<file path="src/inc/dpu_regs.svh">
// Constants of the data prefetch unit: instruction fields, codes, hints.
// Assumes 32-bit instruction words as delivered by the decode stage.
`ifndef DPU_REGS_SVH
`define DPU_REGS_SVH
// Instruction field positions
`define DPU_OPC_HI 31
`define DPU_OPC_LO 26
`define DPU_BASE_HI 25
`define DPU_BASE_LO 21
`define DPU_IDX_HI 20
`define DPU_IDX_LO 16
`define DPU_OHINT_HI 20
`define DPU_OHINT_LO 16
`define DPU_XHINT_HI 15
`define DPU_XHINT_LO 11
`define DPU_ZERO_HI 10
`define DPU_ZERO_LO 6
`define DPU_FUNC_HI 5
`define DPU_FUNC_LO 0
`define DPU_OFF_HI 15
`define DPU_OFF_LO 0
// Opcode values
`define DPU_OPC_OFFSET 6'h33
`define DPU_OPC_FPX 6'h13
`define DPU_FUNC_INDEXED 6'h0f
`define DPU_ZERO_FIELD 5'h00
// Hint values
`define DPU_HINT_LOAD 5'h00
`define DPU_HINT_STORE 5'h01
`define DPU_HINT_LOAD_STR 5'h04
`define DPU_HINT_STORE_STR 5'h05
`define DPU_HINT_LOAD_RET 5'h06
`define DPU_HINT_STORE_RET 5'h07
`define DPU_HINT_WB_INV 5'h19
`define DPU_HINT_ZERO_ALLOC 5'h1e
// Default value of the uncached attribute parameter
`define DPU_CCA_UNCACHED_DEF 3'h2
`endif

</file>
<file path="src/inc/dpu_pkg.sv">
// Types shared by the data prefetch unit files.
// Assumes nothing beyond a SystemVerilog compiler.
package dpu_pkg;
    typedef enum logic [2:0] {
        DPU_ST_IDLE = 3'b000,
        DPU_ST_AGEN = 3'b001,
        DPU_ST_XLATE = 3'b010,
        DPU_ST_PROBE = 3'b011,
        DPU_ST_ISSUE = 3'b100
    } dpu_state_e;
    typedef enum logic [1:0] {
        DPU_OP_FILL_LOAD = 2'b00,
        DPU_OP_FILL_STORE = 2'b01,
        DPU_OP_WB_INV = 2'b10,
        DPU_OP_ZERO_ALLOC = 2'b11
    } dpu_dc_op_e;
    typedef enum logic [2:0] {
        DPU_EXC_NONE = 3'b000,
        DPU_EXC_CPU = 3'b001,
        DPU_EXC_RI = 3'b010,
        DPU_EXC_BUS = 3'b011,
        DPU_EXC_CACHE = 3'b100
    } dpu_exc_e;
endpackage

</file>
<file path="src/rtl/dpu_addr_gen.sv">
// Effective address adder with a registered sum.
// Assumes the caller holds the operands valid in the cycle load_i is high.
`timescale 1ns/100ps
module dpu_addr_gen import dpu_pkg::*; #(
    parameter int ADDR_W = 32
) (
    input wire logic core_clk_i,
    input wire logic rst_n_i,
    input wire logic load_i,
    input wire logic [ADDR_W-1:0] base_i,
    input wire logic [ADDR_W-1:0] addend_i,
    output logic [ADDR_W-1:0] sum_o
);
    typedef struct packed {
        logic [ADDR_W-1:0] sum;
    } dpu_agen_s;

    dpu_agen_s st_q, st_d;

    // ------------------------------------------------------------
    // Adder
    // ------------------------------------------------------------
    // Wraps modulo the address width; carry out is meaningless here
    always_comb begin
        st_d = st_q;
        if (load_i) begin
            st_d.sum = base_i + addend_i;
        end
    end

    // State register
    always_ff @(posedge core_clk_i or negedge rst_n_i) begin
        if (!rst_n_i) begin
            st_q <= '0;
        end else begin
            st_q <= st_d;
        end
    end

    assign sum_o = st_q.sum;
endmodule // dpu_addr_gen

</file>
<file path="src/rtl/dpu_prefetch_unit.sv">
// Data prefetch unit: decodes prefetch instructions, forms the address,
// translates it as a data load and hands a hint to the data cache.
// Assumes the decode stage offers one request at a time while busy_o is
// low, and that the translation and cache ports answer with one-cycle acks.
`timescale 1ns/100ps
`include "dpu_regs.svh"
module dpu_prefetch_unit import dpu_pkg::*; #(
    parameter int ADDR_W = 32,
    parameter bit HAS_FPU = 1'b1,
    parameter bit REPORT_ERRORS = 1'b1,
    parameter logic [2:0] UNCACHED_CCA = `DPU_CCA_UNCACHED_DEF
) (
    input wire logic core_clk_i,
    input wire logic rst_n_i,
    input wire logic req_valid_i,
    input wire logic [31:0] instr_i,
    input wire logic [ADDR_W-1:0] base_data_i,
    input wire logic [ADDR_W-1:0] index_data_i,
    input wire logic cop1_usable_i,
    output logic busy_o,
    output logic done_o,
    output logic exc_valid_o,
    output logic [2:0] exc_code_o,
    output logic tlb_req_o,
    output logic [ADDR_W-1:0] tlb_vaddr_o,
    output logic tlb_refill_allow_o,
    input wire logic tlb_ack_i,
    input wire logic tlb_hit_i,
    input wire logic tlb_mapped_i,
    input wire logic tlb_addr_err_i,
    input wire logic [ADDR_W-1:0] tlb_paddr_i,
    input wire logic [2:0] tlb_cca_i,
    output logic dc_probe_o,
    output logic dc_req_o,
    output logic [1:0] dc_op_o,
    output logic [ADDR_W-1:0] dc_paddr_o,
    output logic dc_stream_o,
    output logic dc_retain_o,
    input wire logic dc_probe_ack_i,
    input wire logic dc_hit_i,
    input wire logic dc_locked_i,
    input wire logic dc_ack_i,
    input wire logic dc_bus_err_i,
    input wire logic dc_cache_err_i
);
    // ------------------------------------------------------------
    // Elaboration checks
    // ------------------------------------------------------------
    if (ADDR_W < 16) begin : g_bad_width
        $error("dpu_prefetch_unit: ADDR_W must be at least 16");
    end

    typedef struct packed {
        dpu_state_e st;
        logic [ADDR_W-1:0] paddr;
        logic busy;
        logic done;
        logic exc_valid;
        dpu_exc_e exc_code;
        logic tlb_req;
        logic [ADDR_W-1:0] vaddr;
        logic refill_allow;
        logic dc_probe;
        logic dc_req;
        dpu_dc_op_e dc_op;
        logic stream;
        logic retain;
    } dpu_state_s;

    dpu_state_s st_q, st_d;

    // ------------------------------------------------------------
    // Decode helpers
    // ------------------------------------------------------------
    // Sign-extend the 16-bit offset to the address width
    function automatic logic [ADDR_W-1:0] sext16(input logic [15:0] v);
        sext16 = {{(ADDR_W-16){v[15]}}, v};
    endfunction

    // Map a hint to a cache operation; valid low means no-operation
    function automatic logic [4:0] hint_map(input logic [4:0] h);
        // Packs {valid, stream, retain, op[1:0]}
        unique case (h)
            `DPU_HINT_LOAD: hint_map = {3'b100, DPU_OP_FILL_LOAD};
            `DPU_HINT_STORE: hint_map = {3'b100, DPU_OP_FILL_STORE};
            `DPU_HINT_LOAD_STR: hint_map = {3'b110, DPU_OP_FILL_LOAD};
            `DPU_HINT_STORE_STR: hint_map = {3'b110, DPU_OP_FILL_STORE};
            `DPU_HINT_LOAD_RET: hint_map = {3'b101, DPU_OP_FILL_LOAD};
            `DPU_HINT_STORE_RET: hint_map = {3'b101, DPU_OP_FILL_STORE};
            `DPU_HINT_WB_INV: hint_map = {3'b100, DPU_OP_WB_INV};
            `DPU_HINT_ZERO_ALLOC: hint_map = {3'b100, DPU_OP_ZERO_ALLOC};
            default: hint_map = 5'h00;
        endcase
    endfunction

    logic is_offset, is_indexed, is_fpx;
    logic [4:0] hint, hmap;
    logic [ADDR_W-1:0] addend, agen_sum;

    // Instruction classification
    assign is_offset = instr_i[`DPU_OPC_HI:`DPU_OPC_LO] == `DPU_OPC_OFFSET;
    assign is_fpx = instr_i[`DPU_OPC_HI:`DPU_OPC_LO] == `DPU_OPC_FPX;
    assign is_indexed = is_fpx
        && instr_i[`DPU_FUNC_HI:`DPU_FUNC_LO] == `DPU_FUNC_INDEXED
        && instr_i[`DPU_ZERO_HI:`DPU_ZERO_LO] == `DPU_ZERO_FIELD;
    // Hint sits in a different field for each form
    assign hint = is_indexed ? instr_i[`DPU_XHINT_HI:`DPU_XHINT_LO]
                             : instr_i[`DPU_OHINT_HI:`DPU_OHINT_LO];
    assign hmap = hint_map(hint);
    // Second operand: index register or signed offset
    assign addend = is_indexed ? index_data_i
                               : sext16(instr_i[`DPU_OFF_HI:`DPU_OFF_LO]);

    dpu_addr_gen #(
        .ADDR_W(ADDR_W)
    ) u_agen (
        .core_clk_i(core_clk_i),
        .rst_n_i(rst_n_i),
        .load_i(st_q.st == DPU_ST_IDLE && req_valid_i),
        .base_i(base_data_i),
        .addend_i(addend),
        .sum_o(agen_sum)
    );

    // ------------------------------------------------------------
    // Sequencer
    // ------------------------------------------------------------
    // Every exit path lands in IDLE with a one-cycle done pulse
    always_comb begin
        st_d = st_q;
        st_d.done = 1'b0;
        st_d.exc_valid = 1'b0;
        st_d.exc_code = DPU_EXC_NONE;
        st_d.refill_allow = 1'b0; // Prefetch never refills
        unique case (st_q.st)
            DPU_ST_IDLE: begin
                if (req_valid_i) begin
                    st_d.dc_op = dpu_dc_op_e'(hmap[1:0]);
                    st_d.stream = hmap[3];
                    st_d.retain = hmap[2];
                    if (is_indexed && !HAS_FPU) begin
                        st_d.done = 1'b1;
                        st_d.exc_valid = 1'b1;
                        st_d.exc_code = DPU_EXC_RI;
                    end else if (is_indexed && !cop1_usable_i) begin
                        st_d.done = 1'b1;
                        st_d.exc_valid = 1'b1;
                        st_d.exc_code = DPU_EXC_CPU;
                    end else if (!is_offset && !is_indexed) begin
                        // Not a prefetch: unknown to this unit
                        st_d.done = 1'b1;
                        st_d.exc_valid = 1'b1;
                        st_d.exc_code = DPU_EXC_RI;
                    end else if (!hmap[4]) begin
                        st_d.done = 1'b1;
                    end else begin
                        st_d.busy = 1'b1;
                        st_d.st = DPU_ST_AGEN;
                    end
                end
            end
            DPU_ST_AGEN: begin
                st_d.vaddr = agen_sum;
                st_d.tlb_req = 1'b1;
                st_d.st = DPU_ST_XLATE;
            end
            DPU_ST_XLATE: begin
                if (tlb_ack_i) begin
                    st_d.tlb_req = 1'b0;
                    st_d.paddr = tlb_paddr_i;
                    // Faults and misses end silently
                    if (tlb_addr_err_i || (tlb_mapped_i && !tlb_hit_i)
                            || tlb_cca_i == UNCACHED_CCA) begin
                        st_d.done = 1'b1;
                        st_d.busy = 1'b0;
                        st_d.st = DPU_ST_IDLE;
                    end else begin
                        st_d.dc_probe = 1'b1;
                        st_d.st = DPU_ST_PROBE;
                    end
                end
            end
            DPU_ST_PROBE: begin
                if (dc_probe_ack_i) begin
                    st_d.dc_probe = 1'b0;
                    // Locked lines and zero-fill hits need no action
                    if (dc_locked_i
                            || (dc_hit_i
                            && st_q.dc_op == DPU_OP_ZERO_ALLOC)) begin
                        st_d.done = 1'b1;
                        st_d.busy = 1'b0;
                        st_d.st = DPU_ST_IDLE;
                    end else begin
                        st_d.dc_req = 1'b1;
                        st_d.st = DPU_ST_ISSUE;
                    end
                end
            end
            DPU_ST_ISSUE: begin
                if (dc_ack_i) begin
                    st_d.dc_req = 1'b0;
                    st_d.done = 1'b1;
                    st_d.busy = 1'b0;
                    st_d.st = DPU_ST_IDLE;
                    // Bus error takes priority over cache error
                    if (REPORT_ERRORS && dc_bus_err_i) begin
                        st_d.exc_valid = 1'b1;
                        st_d.exc_code = DPU_EXC_BUS;
                    end else if (REPORT_ERRORS && dc_cache_err_i) begin
                        st_d.exc_valid = 1'b1;
                        st_d.exc_code = DPU_EXC_CACHE;
                    end
                end
            end
            default: begin
                st_d = '0;
            end
        endcase
    end

    // State register
    always_ff @(posedge core_clk_i or negedge rst_n_i) begin
        if (!rst_n_i) begin
            st_q <= '0;
        end else begin
            st_q <= st_d;
        end
    end

    // ------------------------------------------------------------
    // Outputs
    // ------------------------------------------------------------
    assign busy_o = st_q.busy;
    assign done_o = st_q.done;
    assign exc_valid_o = st_q.exc_valid;
    assign exc_code_o = st_q.exc_code;
    assign tlb_req_o = st_q.tlb_req;
    assign tlb_vaddr_o = st_q.vaddr;
    assign tlb_refill_allow_o = st_q.refill_allow;
    assign dc_probe_o = st_q.dc_probe;
    assign dc_req_o = st_q.dc_req;
    assign dc_op_o = st_q.dc_op;
    assign dc_paddr_o = st_q.paddr;
    assign dc_stream_o = st_q.stream;
    assign dc_retain_o = st_q.retain;

    logic take;
    assign take = st_q.st == DPU_ST_IDLE && req_valid_i;
endmodule // dpu_prefetch_unit

</file>
<file path="config.mk">
export PLATFORM = sky130hd
export DESIGN_NAME = dpu_prefetch_unit
export DESIGN_NICKNAME = d
export VERILOG_FILES = /design/src/inc/dpu_pkg.sv /design/src/rtl/dpu_addr_gen.sv /design/src/rtl/dpu_prefetch_unit.sv
export VERILOG_INCLUDE_DIRS = /design/src /design/src/inc
export SDC_FILE = /design/constraint.sdc
export NUM_CORES = 1
export LEC_CHECK = 0
export ABC_CLOCK_PERIOD_IN_PS = 2800
export BUFFER_PORTS_ARGS = -buffer_cell sky130_fd_sc_hd__buf_2
export CORE_ASPECT_RATIO = 1.5
export CORE_UTILIZATION = 48
export DETAILED_ROUTE_END_ITERATION = 8
export PLACE_DENSITY = 0.79
export SETUP_SLACK_MARGIN = 0.4
export SYNTH_ARGS = -nofsm -noshare
export SYNTH_HDL_FRONTEND = slang
export SYNTH_SLANG_ARGS = --single-unit
</file>
<file path="constraint.sdc">
create_clock -name core_clk_i -period 2.8 [get_ports core_clk_i]
set_clock_uncertainty 0.2 [all_clocks]
set_input_delay 0.42 -clock core_clk_i [delete_from_list [all_inputs] [get_ports core_clk_i]]
set_output_delay 0.42 -clock core_clk_i [all_outputs]
set_load 0.1 [all_outputs]
</file>
# Word-level counts from Yosys, hierarchy flattened
# Memories as Yosys holds them, arrays and structs flattened.
# Cells that the tools add are included.
op_classes:
  reduce_logical: 29
  n_mux: 41
  eq_ne: 20
  n_addsub: 1
  bitwise: 6
ops:
  columns: ["cell", "count"]
  rows:
  - ["$pmux 32 s2", 2]
  - ["$mux 37", 1]
  - ["$add 32x32->32", 1]
  - ["$mux 32", 1]
  - ["$ne 2x2->1 const B", 11]
  - ["$mux 3", 7]
  - ["$mux 4", 4]
  - ["$pmux 4 s2", 2]
  - ["$pmux 3 s5", 1]
  - ["$mux 6", 2]
  - ["$reduce_or 4->1", 3]
  - ["$mux 1", 10]
  - ["$mux 2", 5]
  - ["$mux 5", 2]
  - ["$pmux 2 s5", 1]
  - ["$reduce_and 10->1", 1]
  - ["$eq 3x2->1 const B", 3]
  - ["$pmux 1 s3", 3]
  - ["$reduce_or 3->1", 3]
  - ["$reduce_and 4->1", 2]
  - ["$logic_and 1x1->1", 7]
  - ["$reduce_and 7->1", 1]
  - ["$eq 6x4->1 const B", 1]
  - ["$eq 6x5->1 const B", 1]
  - ["other kinds (10)", 22]
totals:
  regBits: 112
  input_bits: 145
  out_inout_bits: 78
  memories: 1
  mem_bits_ro: 160
  wordCells: 112
mem_list:
  columns: ["name", "words", "word_bits", "rd", "rd_ports_with_merged_regs", "write_ports", "line_no", "source"]
  rows:
  - ["(name not given)", 32, 5, 1, 0, 0, "dpu_prefetch_unit.sv:83", "unique case (h)"]

# Logic depth before layout (Yosys ltp)
# Gate-level depths: netlist of run 1.
# An unclocked memory read counts as a cell.
logic_depth:
  ltp_word: 10
  depth_mapped: 18
  ltp_nobuf: 15

# Hierarchy
# A second synthesis of run 1 with hierarchy kept.
hier_totals:
  cells_unflattened: 685
  hier_area_um2: 6964.2
by_module_without_submodules:
  columns: ["mod", "area_per_inst_um2", "seq_area_each_um2", "n_inst", "cells_per_inst"]
  rows:
  - ["dpu_prefetch_unit", 4146.5, 2001.9, 1, 388]
  - ["dpu_addr_gen", 2817.7, 800.8, 1, 297]

# Worst setup path before layout of run 1
# No wires, ideal clock.
synth_path:
  kind: "input to register"
  start: "input port instr_i[4]"
  end: "register u_agen.st_q (netlist bit u_agen.sum_o[28])"
  path_slack_ns: -1.038
  t_arrival_ns: 3.515
  path_stages: 17
  path_buffers: 3
  setup_ns: 0.123
  required_ns: 2.477
  path_cell_list: "nand4b_1 -> nor4_2 -> and4b_1 -> buf_2 -> buf_2 -> buf_2 -> nand2_1 -> nand2_1 -> ha_1 -> and3_4 -> and2_1 -> a221o_1 -> a22o_1 -> a311o_1 -> a21oi_2 -> xor2_1 -> o21ai_1"
synth_between:
  elab_chain_len: 5
synth_lines:
  columns: ["item", "line_no", "source"]
  rows:
  - ["start, declared", "dpu_prefetch_unit.sv:16", "input wire logic [31:0] instr_i,"]
  - ["$eq 6x4->1 (no source line)", null, null]
  - ["$logic_and 1x1->1 (no source line) (2 in a row)", null, null]
  - ["$mux 32 *", "dpu_prefetch_unit.sv:111", "assign addend = is_indexed ? index_data_i"]
  - ["$add 32x32->32 *", "dpu_addr_gen.sv:27", "st_d.sum = base_i + addend_i;"]
  - ["end signal, assigned", "dpu_addr_gen.sv:36", "st_q <= st_d;"]
  - ["end, declared", "dpu_addr_gen.sv:18", "dpu_agen_s st_q, st_d;"]
# Mark *: on every way between the ends. The rest lies on a longest branch, timed or not.
# A chain may end at the register's enable or synchronous reset.

# Final worst setup path of run 1
# Ends and elaborated chain as after synthesis.

==> results.txt, run 1 <==
- Run status: finished, violations left
- Failing checks: negative setup slack
- In the global route stage, overall resource usage came out at 25.4%.
- Synth area leader: sky130_fd_sc_hd__dfrtp_1
- Final wirelength: 20.2 mm
- The floorplan step set the die height to 149 um.
* Routability Congestion: roughly 0.85
* Remaining antenna violation count: 0
- Of the available clock period, the critical path in the final layout requires 122%.
- Final sum of negative setup slack: -10.86 ns
- The first detailed-routing pass ran for 5 iterations.
- YS warnings: 0
- Signal arrival time at the worst endpoint: approximately 3.4 ns
- TritonCTS built the clock tree.
- Minimum setup slack in the final design: -0.616 ns
- At the pin with the least slew margin, the transition time is ~0.84 ns.
- # placed instances: roughly 1100
* Antenna violations before repair: 0
* Leak Pwr: 4.91 nW
- In the synthesized netlist the dominant register cell turns out to be sky130_fd_sc_hd__dfrtp_1.
- Portion of synthesized cell area occupied by the leading cell type: 40.8%
* Hold Path Class: primary input to register
* Critical register-to-register path startpoint: st_q[79]
* Fraction of final layout cells with drive strength greater than 1: 47.1%
- Required time of the critical path: about 2.8 ns
- In this run the standard cell core region covers about 14000 um^2.
- STA classifies the critical path endpoint as a register.
- After floorplanning, the core was divided into 53 placement rows.
- The share of the Yosys chip area taken by registers is 40.8%.
* Hpwl dp: approximately 14 mm
- Number of cells in the finished layout apart from fillers: between 1000 and 1500
- Design Power: 0.00577 W
* Layout area overhead: 39.0%
- The longest clock path from root to sink contains 2 buffers.
- Die ar.: around 15000 um^2
* First-pass GRT wire length: between 20 and 30 mm
- Per report_power, the sequential group accounts for 35.0% of the total.
* Upper clock frequency limit: roughly 0.29 GHz
* Startpoint class of the critical path: primary input
- In this run, synthesis inferred 0 flip-flops with an integrated enable.
* TritonCTS Buffers: 9
- NetSw: approximately 0.0025 W
- The worst path in the final design needs a cycle of approximately 3.4 ns, including I/O delays and setup.
- 0 antenna diodes ended up in the layout.
- Counting flops with an async set or reset pin after synthesis yields a share of 100%.
- In this run the most critical hold path is launched from dc_bus_err_i.
- In this run the count of I/O pins placed on the die edge is around 220.
* Distinct cell type count after synthesis: 70
- The number of failing hold endpoints at the final stage is 0.
* Top cells by area in the synthesized netlist: sky130_fd_sc_hd__dfrtp_1, sky130_fd_sc_hd__a22o_1, sky130_fd_sc_hd__buf_4
- Starting density of the core: between 40% and 50%
* Power share of the combinational group: a little under half
* Total congestion overflow: 0
* Maximum number of pins on one net before global-route repair: 55
- Number of DRC markers after the initial detailed-route iteration: ~370
- In the synthesized netlist, the cells that appear most often are sky130_fd_sc_hd__nand2_1, sky130_fd_sc_hd__dfrtp_1, sky130_fd_sc_hd__buf_4, sky130_fd_sc_hd__a22o_1, sky130_fd_sc_hd__o21ai_0.
* Setup violations, final: 25
- Clock latency of the later-clocked register in the worst-skew pair: around 0.35 ns
- The share of total power dissipated in the clock network is about a fifth.
- The max-slew violation count was 0.
- The number of nets in the synthesized netlist is 921.
* Detail-routed via count per cell: 5.49
- Sinks on Clock Net: ~110
- Setup repair after global routing missed its margin: true
- By startpoint and endpoint, the worst setup path is classified as primary input to register.
- In this run the tightest slew margin relative to its limit is 43.9%.
- Flops & latches, synth: 112
- Die outline width: about 100 um
- Max-capacitance violation count: 0
- Final layout net count: about 1200
- Port buffering added 216 buffers.
* CTS H-tree depth: 3
* Cells after synthesis: 742
- DRC violations left: 0
* Most repeated cell in the gate-level netlist after synthesis: sky130_fd_sc_hd__nand2_1
- Start point of the critical path: instr_i[4]
- Cell internal power was estimated by the tool at between 0.003 and 0.004 W.
* R2R Setup Slk: ~0.64 ns
- In the final routed layout, each cell accounts on average for about 17 um.
- Vias in the first global route: about 6200
* Mean post-synth cell area: 9.26 um^2
- Detailed routing inserted a total of about 6500 vias.
- Along the worst path, the maximum fanout reaches 14.
- Power density over cell area: around 600 nW/um^2
* Clock transition at the registers of the reported paths: 0.07 ns
- After synthesis the cells add up to between 6000 and 7000 um^2.
* Switching share of total power: 44.1%
* CTS root buffer: sky130_fd_sc_hd__clkbuf_16
- Across the VDD grid, the largest voltage drop is around 320 uV.
[area by class of cell]
type | count | area (um^2)
sequential | 112 | 2800
fill | 1058 | 4430
tap | 192 | 240
clock inverter | 3 | 18.8
clock buffer | 13 | 240
inverter | 14 | 52.6
multi-input combinational | 514 | 4070
timing repair buffer | 341 | 2140
[final timing paths]
check                                    to  cells after the start
max                        u_agen.sum_o[28]                     17
min                           exc_code_o[2]                      2
max reg2reg                      dc_op_o[1]                      4
min reg2reg                u_agen.sum_o[16]                      2
max in group asynchronous  u_agen.sum_o[17]                      3
min in group asynchronous     dc_paddr_o[7]                      2
[worst max-delay path, cell delays in order]
cell                       delay, ns
sky130_fd_sc_hd__buf_6          0.09
sky130_fd_sc_hd__nand4b_1       0.21
sky130_fd_sc_hd__nor4_4         0.26
sky130_fd_sc_hd__buf_4          0.15
sky130_fd_sc_hd__and4b_2        0.25
sky130_fd_sc_hd__buf_12         0.15
sky130_fd_sc_hd__nand2_1        0.05
sky130_fd_sc_hd__nand2_1        0.10
sky130_fd_sc_hd__ha_4           0.23
sky130_fd_sc_hd__a21oi_4        0.17
sky130_fd_sc_hd__o21ai_2        0.09
sky130_fd_sc_hd__a221o_1        0.35
sky130_fd_sc_hd__a22o_1         0.23
sky130_fd_sc_hd__a311o_1        0.30
sky130_fd_sc_hd__a21oi_2        0.13
sky130_fd_sc_hd__xor2_1         0.17
sky130_fd_sc_hd__o21ai_1        0.07
[flip-flops by register name, summed over array words and instances (netlist names)]
name	count
exc_valid_o	1
tlb_req_o	1
dc_stream_o	1
dc_probe_o	1
u_agen.sum_o	32
dc_op_o	2
st_q	3
dc_req_o	1
tlb_vaddr_o	32
dc_retain_o	1
dc_paddr_o	32
busy_o	1
done_o	1
exc_code_o	3
[routing by layer]
layer	track usage, %	vias to the layer above	share of wire, %
li1	-	3087	-
met1	28.4	3085	38
met2	45.9	299	52
met3	3.95	59	5.9
met4	13.3	0	4.1
met5	0	-	0
[cells in the final DEF (no fill, tap or decap), types with 4 or more instances in the layout]
cell type                   synthesis  layout
sky130_fd_sc_hd__a31oi_4            0       4
sky130_fd_sc_hd__o22ai_1            4       4
sky130_fd_sc_hd__dfrtp_1          112     112
sky130_fd_sc_hd__a22o_1            67      67
sky130_fd_sc_hd__a21oi_4            0       4
sky130_fd_sc_hd__o21ai_2            1       8
sky130_fd_sc_hd__xor2_1            15      13
sky130_fd_sc_hd__a21oi_2            1      18
sky130_fd_sc_hd__clkbuf_16          0       9
sky130_fd_sc_hd__nor3b_1            6       5
sky130_fd_sc_hd__o211ai_1           4       4
sky130_fd_sc_hd__a21oi_1           33      12
sky130_fd_sc_hd__o21ai_1            2      20
sky130_fd_sc_hd__o21ai_0           45      19
sky130_fd_sc_hd__ha_4               0      12
sky130_fd_sc_hd__clkbuf_1          22       4
sky130_fd_sc_hd__nor2b_1            5       4
sky130_fd_sc_hd__ha_1              33      20
sky130_fd_sc_hd__xnor2_2            0       4
sky130_fd_sc_hd__buf_2              6     214
sky130_fd_sc_hd__o21a_1             7       6
sky130_fd_sc_hd__nand3_2            1       6
sky130_fd_sc_hd__xnor2_1           10       6
sky130_fd_sc_hd__inv_1             14      13
sky130_fd_sc_hd__buf_4             71     101
sky130_fd_sc_hd__nand2b_4           0       5
sky130_fd_sc_hd__nand2_1          120     105
sky130_fd_sc_hd__nand3_1           23      16
sky130_fd_sc_hd__nand2_2            0      13
sky130_fd_sc_hd__nor3_1             9       7
sky130_fd_sc_hd__buf_6              0      23
sky130_fd_sc_hd__and3_1             5       4
sky130_fd_sc_hd__a21o_1            12      12
sky130_fd_sc_hd__nor2_1            33      33
[per-stage QoR]
step	hold WS, ns	instance area (um^2)	setup slack [ns]	util, %
floorplan	-0.0756	7070	-0.811	-
global placement	0.198	8480	-1.02	60.6
detailed placement	0.203	8480	-1.12	60.6
global route	0.0465	9560	-0.848	68.3
CTS	0.0485	9230	-0.580	65.9
finish	0.0503	9560	-0.616	68.3
[repair_timing]
action / 4_1_cts / 5_1_grt
pin swaps: 38 / 41
setup buffers: 14 / 9
resized for setup: 79 / 57
endpoints found under the setup margin: 33 / 36
hold buffers: 1 / 0
endpoints found under the hold margin: 34 / 0
[power by group through the flow]
stage	clock network (W)	logic, W	registers [W]
after detailed placement	0	0.00237	0.00204
after floorplan	0	0.00199	0.00204
after global routing	0.00124	0.00273	0.00204
final	0.00114	0.00260	0.00202
after global placement	0	0.00235	0.00203
after CTS	0.00117	0.00248	0.00201
[kinds of logic after synthesis]
family                     synth area share, %
and+or+nand+nor                           16.0
AOI/OAI and AO/OA                         22.4
buffers and inverters                     10.6
DFF                                       40.8
adders and majority gates                 6.30
xor gates and xnor gates                  3.19
muxes                                    0.746
other                                   0.0546
Power figures use the tool's default switching activity.
==> run 2, diff against run 1 <==
--- a/config.mk
+++ b/config.mk
@@ -8,11 +8,12 @@
 export LEC_CHECK = 0
 export ABC_CLOCK_PERIOD_IN_PS = 2800
 export BUFFER_PORTS_ARGS = -buffer_cell sky130_fd_sc_hd__buf_2
-export CORE_ASPECT_RATIO = 1.5
+export CAP_MARGIN = 40
 export CORE_UTILIZATION = 48
 export DETAILED_ROUTE_END_ITERATION = 8
 export PLACE_DENSITY = 0.79
 export SETUP_SLACK_MARGIN = 0.4
 export SYNTH_ARGS = -nofsm -noshare
 export SYNTH_HDL_FRONTEND = slang
+export SYNTH_HIERARCHICAL = 1
 export SYNTH_SLANG_ARGS = --single-unit
==> run 2 against run 1 <==
  * The run still ends with negative setup slack left
  * Sequential cell count unchanged
  * Non-clock buffer count increased by 6
  * Count of clock-buffer cells in the layout decreased by 4
  * Sequential power increased by 36%
  * Clock power increased by 22%
  * Die area increased by 1.2%
  * First-iteration DRC count decreased by 4.6%
  * Largest power group unchanged
==> results.txt, run 2 <==
* Max-capacitance violation count: 0 (unchanged)
- Distinct cell type count after synthesis: 73 (was 70)
* Most common cell after layout, fill and taps aside: sky130_fd_sc_hd__buf_2 (unchanged)
* DRC violations left: 0 (unchanged)
* Via Count: 6328 (was 6530)
* Synthesized net count: 862 (was 921)
- The number of H-tree levels is 3 (unchanged).
- Final layout net count: 1121 (was 1171)
* YS warnings: 6 (was 0)
- Minimum setup slack in the final design: -1.09 ns (was -0.616 ns)
* Cells after synthesis: 685 (was 742)
- The remaining number of nets flagged by the antenna check after routing is 0 (unchanged).
- The share of the clock period used by the worst path came to 139% (was 122%).
* Slowest Stage Delay on Critical Path: 0.38 ns (was 0.35 ns)
- Starting density of the core: 49.6% (was 49.1%)
- Hold Path Class: primary input to register (unchanged)
* Delay-heaviest family, CP: compound AO/OA/AOI/OAI gates (unchanged)
- Number of DRC markers after the initial detailed-route iteration: 349 (was 366)
- Count of flip-flops with a built-in enable after synthesis: 0 (unchanged)
* Critical path start-end classification: primary input to register (unchanged)
- The post-route standard cell area excluding fillers came to 9640 um^2 (was 9560 um^2).
* Flip-flop cell with the highest count after synthesis: sky130_fd_sc_hd__dfrtp_1 (unchanged)
* Top post-synthesis cells by count: sky130_fd_sc_hd__dfrtp_1, sky130_fd_sc_hd__buf_4, sky130_fd_sc_hd__a22o_1, sky130_fd_sc_hd__a21oi_1, sky130_fd_sc_hd__a21o_1 (was sky130_fd_sc_hd__nand2_1, sky130_fd_sc_hd__dfrtp_1, sky130_fd_sc_hd__buf_4, sky130_fd_sc_hd__a22o_1, sky130_fd_sc_hd__o21ai_0)
- The die footprint came to 15000 um^2 (was 14800 um^2).
* Share of synthesized area occupied by flip-flops and latches: 40.2% (was 40.8%)
* Routed length per placed instance: 17.5 um (was 17.0 um)
* GR peak layer: met2 (unchanged)
- The average size of a mapped cell was 10.2 um^2 (was 9.26 um^2).
* Setup violations, final: 29 (was 25)
- Number of max-slew violations in the final report: 0 (unchanged)
* Maximum count of clock buffers along a single path: 2 (unchanged)
- The wire length reported by the detailed router was 19.8 mm (was 20.2 mm).
- The proportion of synthesized flip-flops having asynchronous set or reset is 100% (unchanged).
* Die outline width: 122 um (was 99.7 um)
- Required time of the critical path: 2.84 ns (was 2.82 ns)
- Setup repair after global routing missed its margin: true (unchanged)
- Row cnt: 43 (was 53)
- Layout area overhead: 38.4% (was 39.0%)
* First-pass iteration count of the detailed router: 5 (unchanged)
* Post-Route Utilization: 68.6% (was 68.3%)
- Detail-routed via count per cell: 5.60 (was 5.49)
* Run status: finished, violations left (unchanged)
- Worst-path cell with the longest stage delay: sky130_fd_sc_hd__fa_2 (was sky130_fd_sc_hd__a221o_1)
- The worst path buffer plus inverter count was 2 (was 3).
- Final Hold Viols: 0 (unchanged)
* Vias in the first global route: 6033 (was 6212)
- The highest attainable clock frequency came to 0.257 GHz (was 0.293 GHz).
* Routing usage on met3: 5.53% (was 3.95%)
* Standard cell area after detailed placement: 8550 um^2 (was 8480 um^2)
- Least-Margin Pin Slew: 0.631 ns (was 0.842 ns)
- Post-Synthesis Cell Area: 6960 um^2 (was 6870 um^2)
- The power density over cell area is 1090 nW/um^2 (was 603 nW/um^2).
- Most frequent cells in the layout: sky130_fd_sc_hd__buf_2, sky130_fd_sc_hd__dfrtp_1, sky130_fd_sc_hd__buf_4, sky130_fd_sc_hd__a22o_1, sky130_fd_sc_hd__a21o_1 (was sky130_fd_sc_hd__buf_2, sky130_fd_sc_hd__dfrtp_1, sky130_fd_sc_hd__nand2_1, sky130_fd_sc_hd__buf_4, sky130_fd_sc_hd__a22o_1).
* Worst setup timing slack at the placement stage: -1.44 ns (was -1.12 ns)
* Failing checks: negative setup slack (unchanged)
- Final sum of negative setup slack: -20.98 ns (was -10.86 ns)
* Total congestion overflow: 0 (unchanged)
- The maximum number of pins on one net before global-route repair was 47 (was 55).
- Hold Worst Slack: 0.0629 ns (was 0.0503 ns)
- The first-pass GRT wire length was 29.7 mm (was 29.6 mm).
* Antenna Diode Count: 0 (unchanged)
- Leak Pwr: 5.01 nW (was 4.91 nW)
- Met2 track demand over resource in global routing: 43.1% (was 45.9%)
- The insertion delay of the later-clocked pin in the worst-skew pair was 0.36 ns (was 0.35 ns).
* Cells along the critical path: buf_2 -> and4b_1 -> nand4_1 -> nor3_4 -> buf_6 -> mux2_4 -> ha_4 -> fa_2 -> a21oi_2 -> o211a_1 -> o211ai_2 -> nand4_1 -> a21boi_2 -> a31o_2 -> a21bo_1 -> xor2_1 -> mux2_4 (was buf_6 -> nand4b_1 -> nor4_4 -> buf_4 -> and4b_2 -> buf_12 -> nand2_1 -> nand2_1 -> ha_4 -> a21oi_4 -> o21ai_2 -> a221o_1 -> a22o_1 -> a311o_1 -> a21oi_2 -> xor2_1 -> o21ai_1)
* Startpoint class of the critical path: primary input (unchanged)
- Portion of synthesized cell area occupied by the leading cell type: 40.2% (was 40.8%)
- Hpwl dp: 13.4 mm (was 14.2 mm)
* CTS root buffer: sky130_fd_sc_hd__clkbuf_16 (unchanged)
- The number of port buffers came to 216 (unchanged).
* TritonCTS Buffers: 9 (unchanged)
- The shortest period the worst path allows is 3.89 ns (was 3.42 ns).
* Fraction of final layout cells with drive strength greater than 1: 50.2% (was 47.1%)
- Fraction of met1 tracks used by global routing: 31.7% (was 28.4%)
* Synth area leader: sky130_fd_sc_hd__dfrtp_1 (unchanged)
- The relative slew slack is 57.9% (was 43.9%).
* Vertical extent of the die: 122 um (was 149 um)
* Boundary pin count: 223 (unchanged)
- The placeable core region is 14000 um^2 (about the same).
- Clock transition at the registers of the reported paths: 0.08 ns (was 0.07 ns)
* Tot GR Track Use: 25.7% (was 25.4%)
- The initial antenna violation count is 0 (unchanged).
* Maximum fanout along the worst path: 4 (was 14)
* Most repeated cell in the gate-level netlist after synthesis: sky130_fd_sc_hd__dfrtp_1 (was sky130_fd_sc_hd__nand2_1)
- Top cells by area in the synthesized netlist: sky130_fd_sc_hd__dfrtp_1, sky130_fd_sc_hd__a22o_1, sky130_fd_sc_hd__buf_4 (unchanged)
* CTS tree: built (unchanged)
- IR Drop Worst-Case VDD: 773 uV (was 318 uV)
* Signal arrival time at the worst endpoint: 3.93 ns (was 3.43 ns)
- The critical path capture point type is a register (unchanged).
- Sinks on Clock Net: 112 (unchanged)
- The flop and latch count out of synthesis was 112 (unchanged).
- Routability Congestion: 0.928 (was 0.848)
## run 2: through the flow
| stage | cells | power, W |
|---|---|---|
| after floorplan | 685 | 0.00815 |
| after global placement | 1092 | 0.00874 |
| after detailed placement | 1092 | 0.00881 |
| after CTS | 1119 | 0.0104 |
| after global routing | 1129 | 0.0110 |
| final | 1129 | 0.0105 |
## run 2: timing repair
action,CTS,global route
endpoints found under the setup margin,35,39
hold endpoints to repair,44,0
pin swaps,52,57
hold buffers,1,0
gates resized for setup,70,50
setup buffers,10,10
## run 2: power by group
group          leakage [nW]  switching (W)  internal [W]  total, W
Combinational          3.45        0.00469       0.00170   0.00639
Sequential             1.40       0.000423       0.00232   0.00275
Clock                 0.160       0.000662      0.000729   0.00139
## run 2: cell type report
class,count,area (um^2)
fillers,1043,4410
inverters,15,56.3
flip-flops and latches,112,2800
repair buffers,347,2210
clock buffers,9,225
multi-input cells,459,4010
clock inverters,7,108
well taps,180,225
## run 2: cells by family after synthesis
logic type,synth area share [%]
AOI/OAI and AO/OA,24.4
buffers and inverters,10.1
other,0.0538
adders and majority gates,5.86
and+or+nand+nor,10.4
xor gates and xnor gates,3.40
muxes,5.61
DFF,40.2
## run 2: final timing paths
| path | from | slack, ns | end | cells after the start |
|---|---|---|---|---|
| worst max-delay path | instr_i[5] | -1.09 | u_agen/sum_o[28] | 17 |
| worst min-delay path | dc_bus_err_i | 0.06 | exc_code_o[2] | 2 |
| worst max register to register | st_q[78] | 0.43 | u_agen/sum_o[27] | 9 |
| worst min register to register | dc_req_o | 0.29 | dc_req_o | 2 |
| max in group asynchronous | rst_n_i | 1.19 | u_agen/sum_o[28] | 3 |
| min in group asynchronous | rst_n_i | 0.41 | dc_paddr_o[24] | 2 |
## run 2: worst register-to-register path, stage by stage (launching register included)
cell	delay (ns)
sky130_fd_sc_hd__dfrtp_1	0.49
sky130_fd_sc_hd__inv_2	0.17
sky130_fd_sc_hd__nand2_1	0.11
sky130_fd_sc_hd__nor2_2	0.22
sky130_fd_sc_hd__nand2_2	0.15
sky130_fd_sc_hd__inv_1	0.12
sky130_fd_sc_hd__buf_12	0.28
sky130_fd_sc_hd__inv_1	0.22
sky130_fd_sc_hd__a21oi_1	0.18
sky130_fd_sc_hd__o211ai_1	0.11
## run 2: metal layers
layer  vias to the layer above  routed length [um]  share of wire [%]
met5                         -                   0                  0
met4                         0                 629                3.2
met3                        51                1290                6.5
met2                       277                9530                 48
met1                      3017                8330                 42
li1                       2983                   -                  -
==> run 3, diff against run 2 <==
--- a/config.mk
+++ b/config.mk
@@ -6,12 +6,13 @@
 export SDC_FILE = /design/constraint.sdc
 export NUM_CORES = 1
 export LEC_CHECK = 0
+export ABC_AREA = 1
 export ABC_CLOCK_PERIOD_IN_PS = 2800
 export BUFFER_PORTS_ARGS = -buffer_cell sky130_fd_sc_hd__buf_2
 export CAP_MARGIN = 40
 export CORE_UTILIZATION = 48
 export DETAILED_ROUTE_END_ITERATION = 8
-export PLACE_DENSITY = 0.79
+export PLACE_DENSITY = 0.77
 export SETUP_SLACK_MARGIN = 0.4
 export SYNTH_ARGS = -nofsm -noshare
 export SYNTH_HDL_FRONTEND = slang
==> run 3 against run 2 <==
  * The flow now finishes without violations
  * Sequential cell count is the same
  * Die area is 18% higher
  * Total power fell by 18%
  * Utilization rose by 0.32 points
  * Count of clock-buffer cells in the layout unchanged
  * Sequential power decreased by 16%
  * Worst hold slack got worse by 0.037 ns
  * Final cell count up 45%
  * Via count grew 29%
  * Critical path type unchanged
  * Critical endpoint is now u_agen/sum_o[17]
  * Largest power group unchanged
==> results.txt, run 3 <==
- The total of fill cells in the finished design is 1258 (was 1043).
* Launch point of the worst hold path: dc_bus_err_i (unchanged)
* Row cnt: 47 (was 43)
- Number of DRC markers after the initial detailed-route iteration: 553 (was 349)
* Via Count: 8165 (was 6328)
- R2R Path End: u_agen/sum_o[2] (was u_agen/sum_o[27])
- Standard cell area after detailed placement: 9780 um^2 (was 8550 um^2)
- The number of library cell types mapped by synthesis came to 42 (was 73).
- The worst reg2reg path depth was 10 (was 9).
* FF/Latch Area: 2800 um^2 (unchanged)
- The start of the worst register-to-register path is st_q[79] (was st_q[78]).
* Detail-routed via count per cell: 4.98 (was 5.60)
* Number of cells in the finished layout apart from fillers: 1640 (was 1129)
* Fraction of final layout cells with drive strength greater than 1: 44.5% (was 50.2%)
- CTS tree: built (unchanged)
- Remaining antenna violation count: 0 (unchanged)
- The routed length on met3 was 1.10 mm (was 1.29 mm).
- Final wirelength: 22.8 mm (was 19.8 mm)
- The first-pass GRT wire length is 34.7 mm (was 29.7 mm).
- Design Power: 0.00859 W (was 0.0105 W)
- Top post-synthesis cells by count: sky130_fd_sc_hd__nand2_1, sky130_fd_sc_hd__inv_1, sky130_fd_sc_hd__nand3_1, sky130_fd_sc_hd__dfrtp_1, sky130_fd_sc_hd__o21ai_0 (was sky130_fd_sc_hd__dfrtp_1, sky130_fd_sc_hd__buf_4, sky130_fd_sc_hd__a22o_1, sky130_fd_sc_hd__a21oi_1, sky130_fd_sc_hd__a21o_1)
- CTS H-tree depth: 3 (unchanged)
* Routability Congestion: 0.928 (about the same)
- Run status: finished clean (was finished, violations left).
- Final Hold Viols: 0 (unchanged)
* Setup violations, final: 0 (was 29)
- Hold EP: exc_code_o[2] (unchanged)
- The critical path capture point type is a register (unchanged).
* # placed instances: 1596 (was 1092)
* Number of max-slew violations in the final report: 0 (unchanged)
* Antenna violations before repair: 0 (unchanged)
- Maximum fanout along the worst path: 6 (was 4)
- The dominant cell type by area after synthesis was sky130_fd_sc_hd__dfrtp_1 (unchanged).
- The wire length on met1 was 10.4 mm (was 8.33 mm).
- Most common cell after layout, fill and taps aside: sky130_fd_sc_hd__nand2_1 (was sky130_fd_sc_hd__buf_2)
* Area of the multi-input gates: 5350 um^2 (was 4010 um^2)
- Setup repair after global routing missed its margin: true (unchanged)
- The number of standard cells after synthesis was 1202 (was 685).
* Die ar.: 17600 um^2 (was 15000 um^2)
- Number of buffers added on ports: 216 (unchanged)
* Worst Hold Path Cells: 2 (unchanged)
* Startpoint class of the critical path: primary input (unchanged)
- The post-synth net total is 1379 (was 862).
* Top cells by area in the synthesized netlist: sky130_fd_sc_hd__dfrtp_1, sky130_fd_sc_hd__nand2_1, sky130_fd_sc_hd__inv_1 (was sky130_fd_sc_hd__dfrtp_1, sky130_fd_sc_hd__a22o_1, sky130_fd_sc_hd__buf_4)
- The highest attainable clock frequency was 0.401 GHz (was 0.257 GHz).
- The effective utilization at floorplan came to 49.3% (was 49.6%).
- CTS root buffer: sky130_fd_sc_hd__clkbuf_16 (unchanged)
* R2R Setup Slk: 0.60 ns (was 0.43 ns)
- The total clock buffers created by CTS came to 9 (unchanged).
- The transition time at the pin with the least slew margin came to 0.514 ns (was 0.631 ns).
- Clock transition at the registers of the reported paths: 0.08 ns (about the same)
- Hold Path Class: primary input to register (unchanged)
* Tot GR Track Use: 24.2% (was 25.7%)
- The Yosys warning count came to 6 (unchanged).
- The number of iterations in the first detailed-routing pass came to 5 (unchanged).
- The shortest period the worst path allows is 2.49 ns (was 3.89 ns).
- Sinks on Clock Net: 112 (unchanged)
- Flops & latches, synth: 112 (unchanged)
- Maximum count of clock buffers along a single path: 2 (unchanged)
- Core footprint: 16600 um^2 (was 14000 um^2)
* Post-synth ARST share: 100% (unchanged)
- The relative slew slack was 66.0% (was 57.9%).
* Most repeated cell in the gate-level netlist after synthesis: sky130_fd_sc_hd__nand2_1 (was sky130_fd_sc_hd__dfrtp_1)
* Signal arrival time at the worst endpoint: 2.53 ns (was 3.93 ns)
- The number of remaining DRC errors was 0 (unchanged).
* Mean post-synth cell area: 6.83 um^2 (was 10.2 um^2)
* Portion of synthesized cell area occupied by the leading cell type: 34.1% (was 40.2%)
* Max-capacitance violation count: 0 (unchanged)
- The die extent in x was 133 um (was 122 um).
- Final non-filler cell area: 11500 um^2 (was 9640 um^2)
- Power density over cell area: 749 nW/um^2 (was 1090 nW/um^2)
- The via count of the first global-routing pass came to 7344 (was 6033).
- The mean routed wirelength per cell was 13.9 um (was 17.5 um).
- Layout area overhead: 39.7% (was 38.4%)
* Routed wl met2: 11.0 mm (was 9.53 mm)
* Total congestion overflow: 0 (unchanged)
- Highest layer used for signal routing: met4 (unchanged)
- Flip-flop cell with the highest count after synthesis: sky130_fd_sc_hd__dfrtp_1 (unchanged)
- The required time of the critical path was 2.84 ns (about the same).
* Antenna Diode Count: 0 (unchanged)
* Leak Pwr: 5.99 nW (was 5.01 nW)
- Final layout net count: 1592 (was 1121)
- The number of I/O pins came to 223 (unchanged).
- Most frequent cells in the layout: sky130_fd_sc_hd__nand2_1, sky130_fd_sc_hd__buf_2, sky130_fd_sc_hd__inv_1, sky130_fd_sc_hd__dfrtp_1, sky130_fd_sc_hd__nand3_1 (was sky130_fd_sc_hd__buf_2, sky130_fd_sc_hd__dfrtp_1, sky130_fd_sc_hd__buf_4, sky130_fd_sc_hd__a22o_1, sky130_fd_sc_hd__a21o_1).
- Clock latency of the later-clocked register in the worst-skew pair: 0.35 ns (was 0.36 ns)
- The netlist area before placement was 8210 um^2 (was 6960 um^2).
- Share of the cycle needed by the critical path after routing: 89.0% (was 139%)
* Vertical extent of the die: 133 um (was 122 um)
- Share of synthesized area occupied by flip-flops and latches: 34.1% (was 40.2%)
- The critical path start-end classification is primary input to register (unchanged).
- The peak ir drop on the vdd network is 800 uV (was 773 uV).
* Hpwl dp: 16.4 mm (was 13.4 mm)
- The maximum number of pins on one net before global-route repair came to 51 (was 47).
- The count of flip-flops with a built-in enable after synthesis came to 0 (unchanged).
run 3: kinds of logic (layout without fill, tap and decap cells):
logic type | Yosys count | count (layout) | share of synthesized area [%]
adder cells (fa/ha/maj) | 32 | 32 | 4.97
buffers and inverters | 308 | 526 | 17.5
XOR/XNOR | 14 | 14 | 1.49
AND/OR/NAND/NOR | 598 | 598 | 32.7
flip-flops | 112 | 112 | 34.1
AO/OA/AOI/OAI | 137 | 137 | 9.16
other | 1 | 1 | 0.0457
run 3: what timing repair did:
action	4_1_cts	5_1_grt
setup endpoints to repair	23	27
hold endpoints to repair	36	0
gates resized for setup	124	176
pin swaps	66	113
setup buffers	14	13
hold buffers	1	0
run 3: routing by layer:
metal	global-route usage, %	vias up
li1	-	4116
met1	34.3	3738
met2	39.4	284
met3	2.87	27
met4	5.81	0
met5	0	-
run 3: metrics by stage:
step                utilization, %  TNS, ns  hold WS (ns)  setup slack [ns]
floorplan                        -        0       -0.0756             0.226
global placement              58.8   -0.574         0.217           -0.0680
detailed placement            58.8    -1.41         0.221            -0.117
CTS                           64.2        0        0.0139             0.361
global route                  68.9        0        0.0236             0.205
finish                        68.9        0        0.0261             0.308
run 3: power by group:
group,leakage [nW],internal (W),switching (W)
clock,0.149,0.000712,0.000602
combinational,4.40,0.000985,0.00397
sequential,1.44,0.00208,0.000234
run 3: how the worst max path moves through the flow:
stage	from	slack, ns	endpoint	depth (start not counted)
floorplan	instr_i[29]	0.23	u_agen/sum_o[20]	15
global route	instr_i[28]	0.21	u_agen/sum_o[17]	18
detailed placement	instr_i[30]	-0.12	u_agen/sum_o[29]	20
finish	instr_i[28]	0.31	u_agen/sum_o[17]	20
CTS	instr_i[5]	0.36	u_agen/sum_o[27]	21
global placement	instr_i[30]	-0.07	u_agen/sum_o[28]	18
run 3: final cells by class:
class,count,share of cell area [%]
clock buffer,9,1.96
clock inverter,7,0.731
inverter,207,7.01
multi-input combinational,782,46.6
sequential,112,24.4
tap,220,2.40
timing repair buffer,303,16.9
run 3: worst max-delay path, stage by stage:
cell,delay [ns]
sky130_fd_sc_hd__buf_6,0.09
sky130_fd_sc_hd__nor2_4,0.13
sky130_fd_sc_hd__nand2_4,0.08
sky130_fd_sc_hd__nor2_4,0.14
sky130_fd_sc_hd__nand3_4,0.11
sky130_fd_sc_hd__buf_6,0.14
sky130_fd_sc_hd__o21a_1,0.20
sky130_fd_sc_hd__ha_4,0.31
sky130_fd_sc_hd__buf_6,0.10
sky130_fd_sc_hd__nand2_1,0.04
sky130_fd_sc_hd__nand2_1,0.05
sky130_fd_sc_hd__nand2_1,0.05
sky130_fd_sc_hd__nand2_1,0.05
sky130_fd_sc_hd__nand2_1,0.06
sky130_fd_sc_hd__nand3_2,0.14
sky130_fd_sc_hd__nand3_2,0.09
sky130_fd_sc_hd__nand2_1,0.07
sky130_fd_sc_hd__nand2_1,0.07
sky130_fd_sc_hd__nand3_1,0.10
sky130_fd_sc_hd__nand2_1,0.06
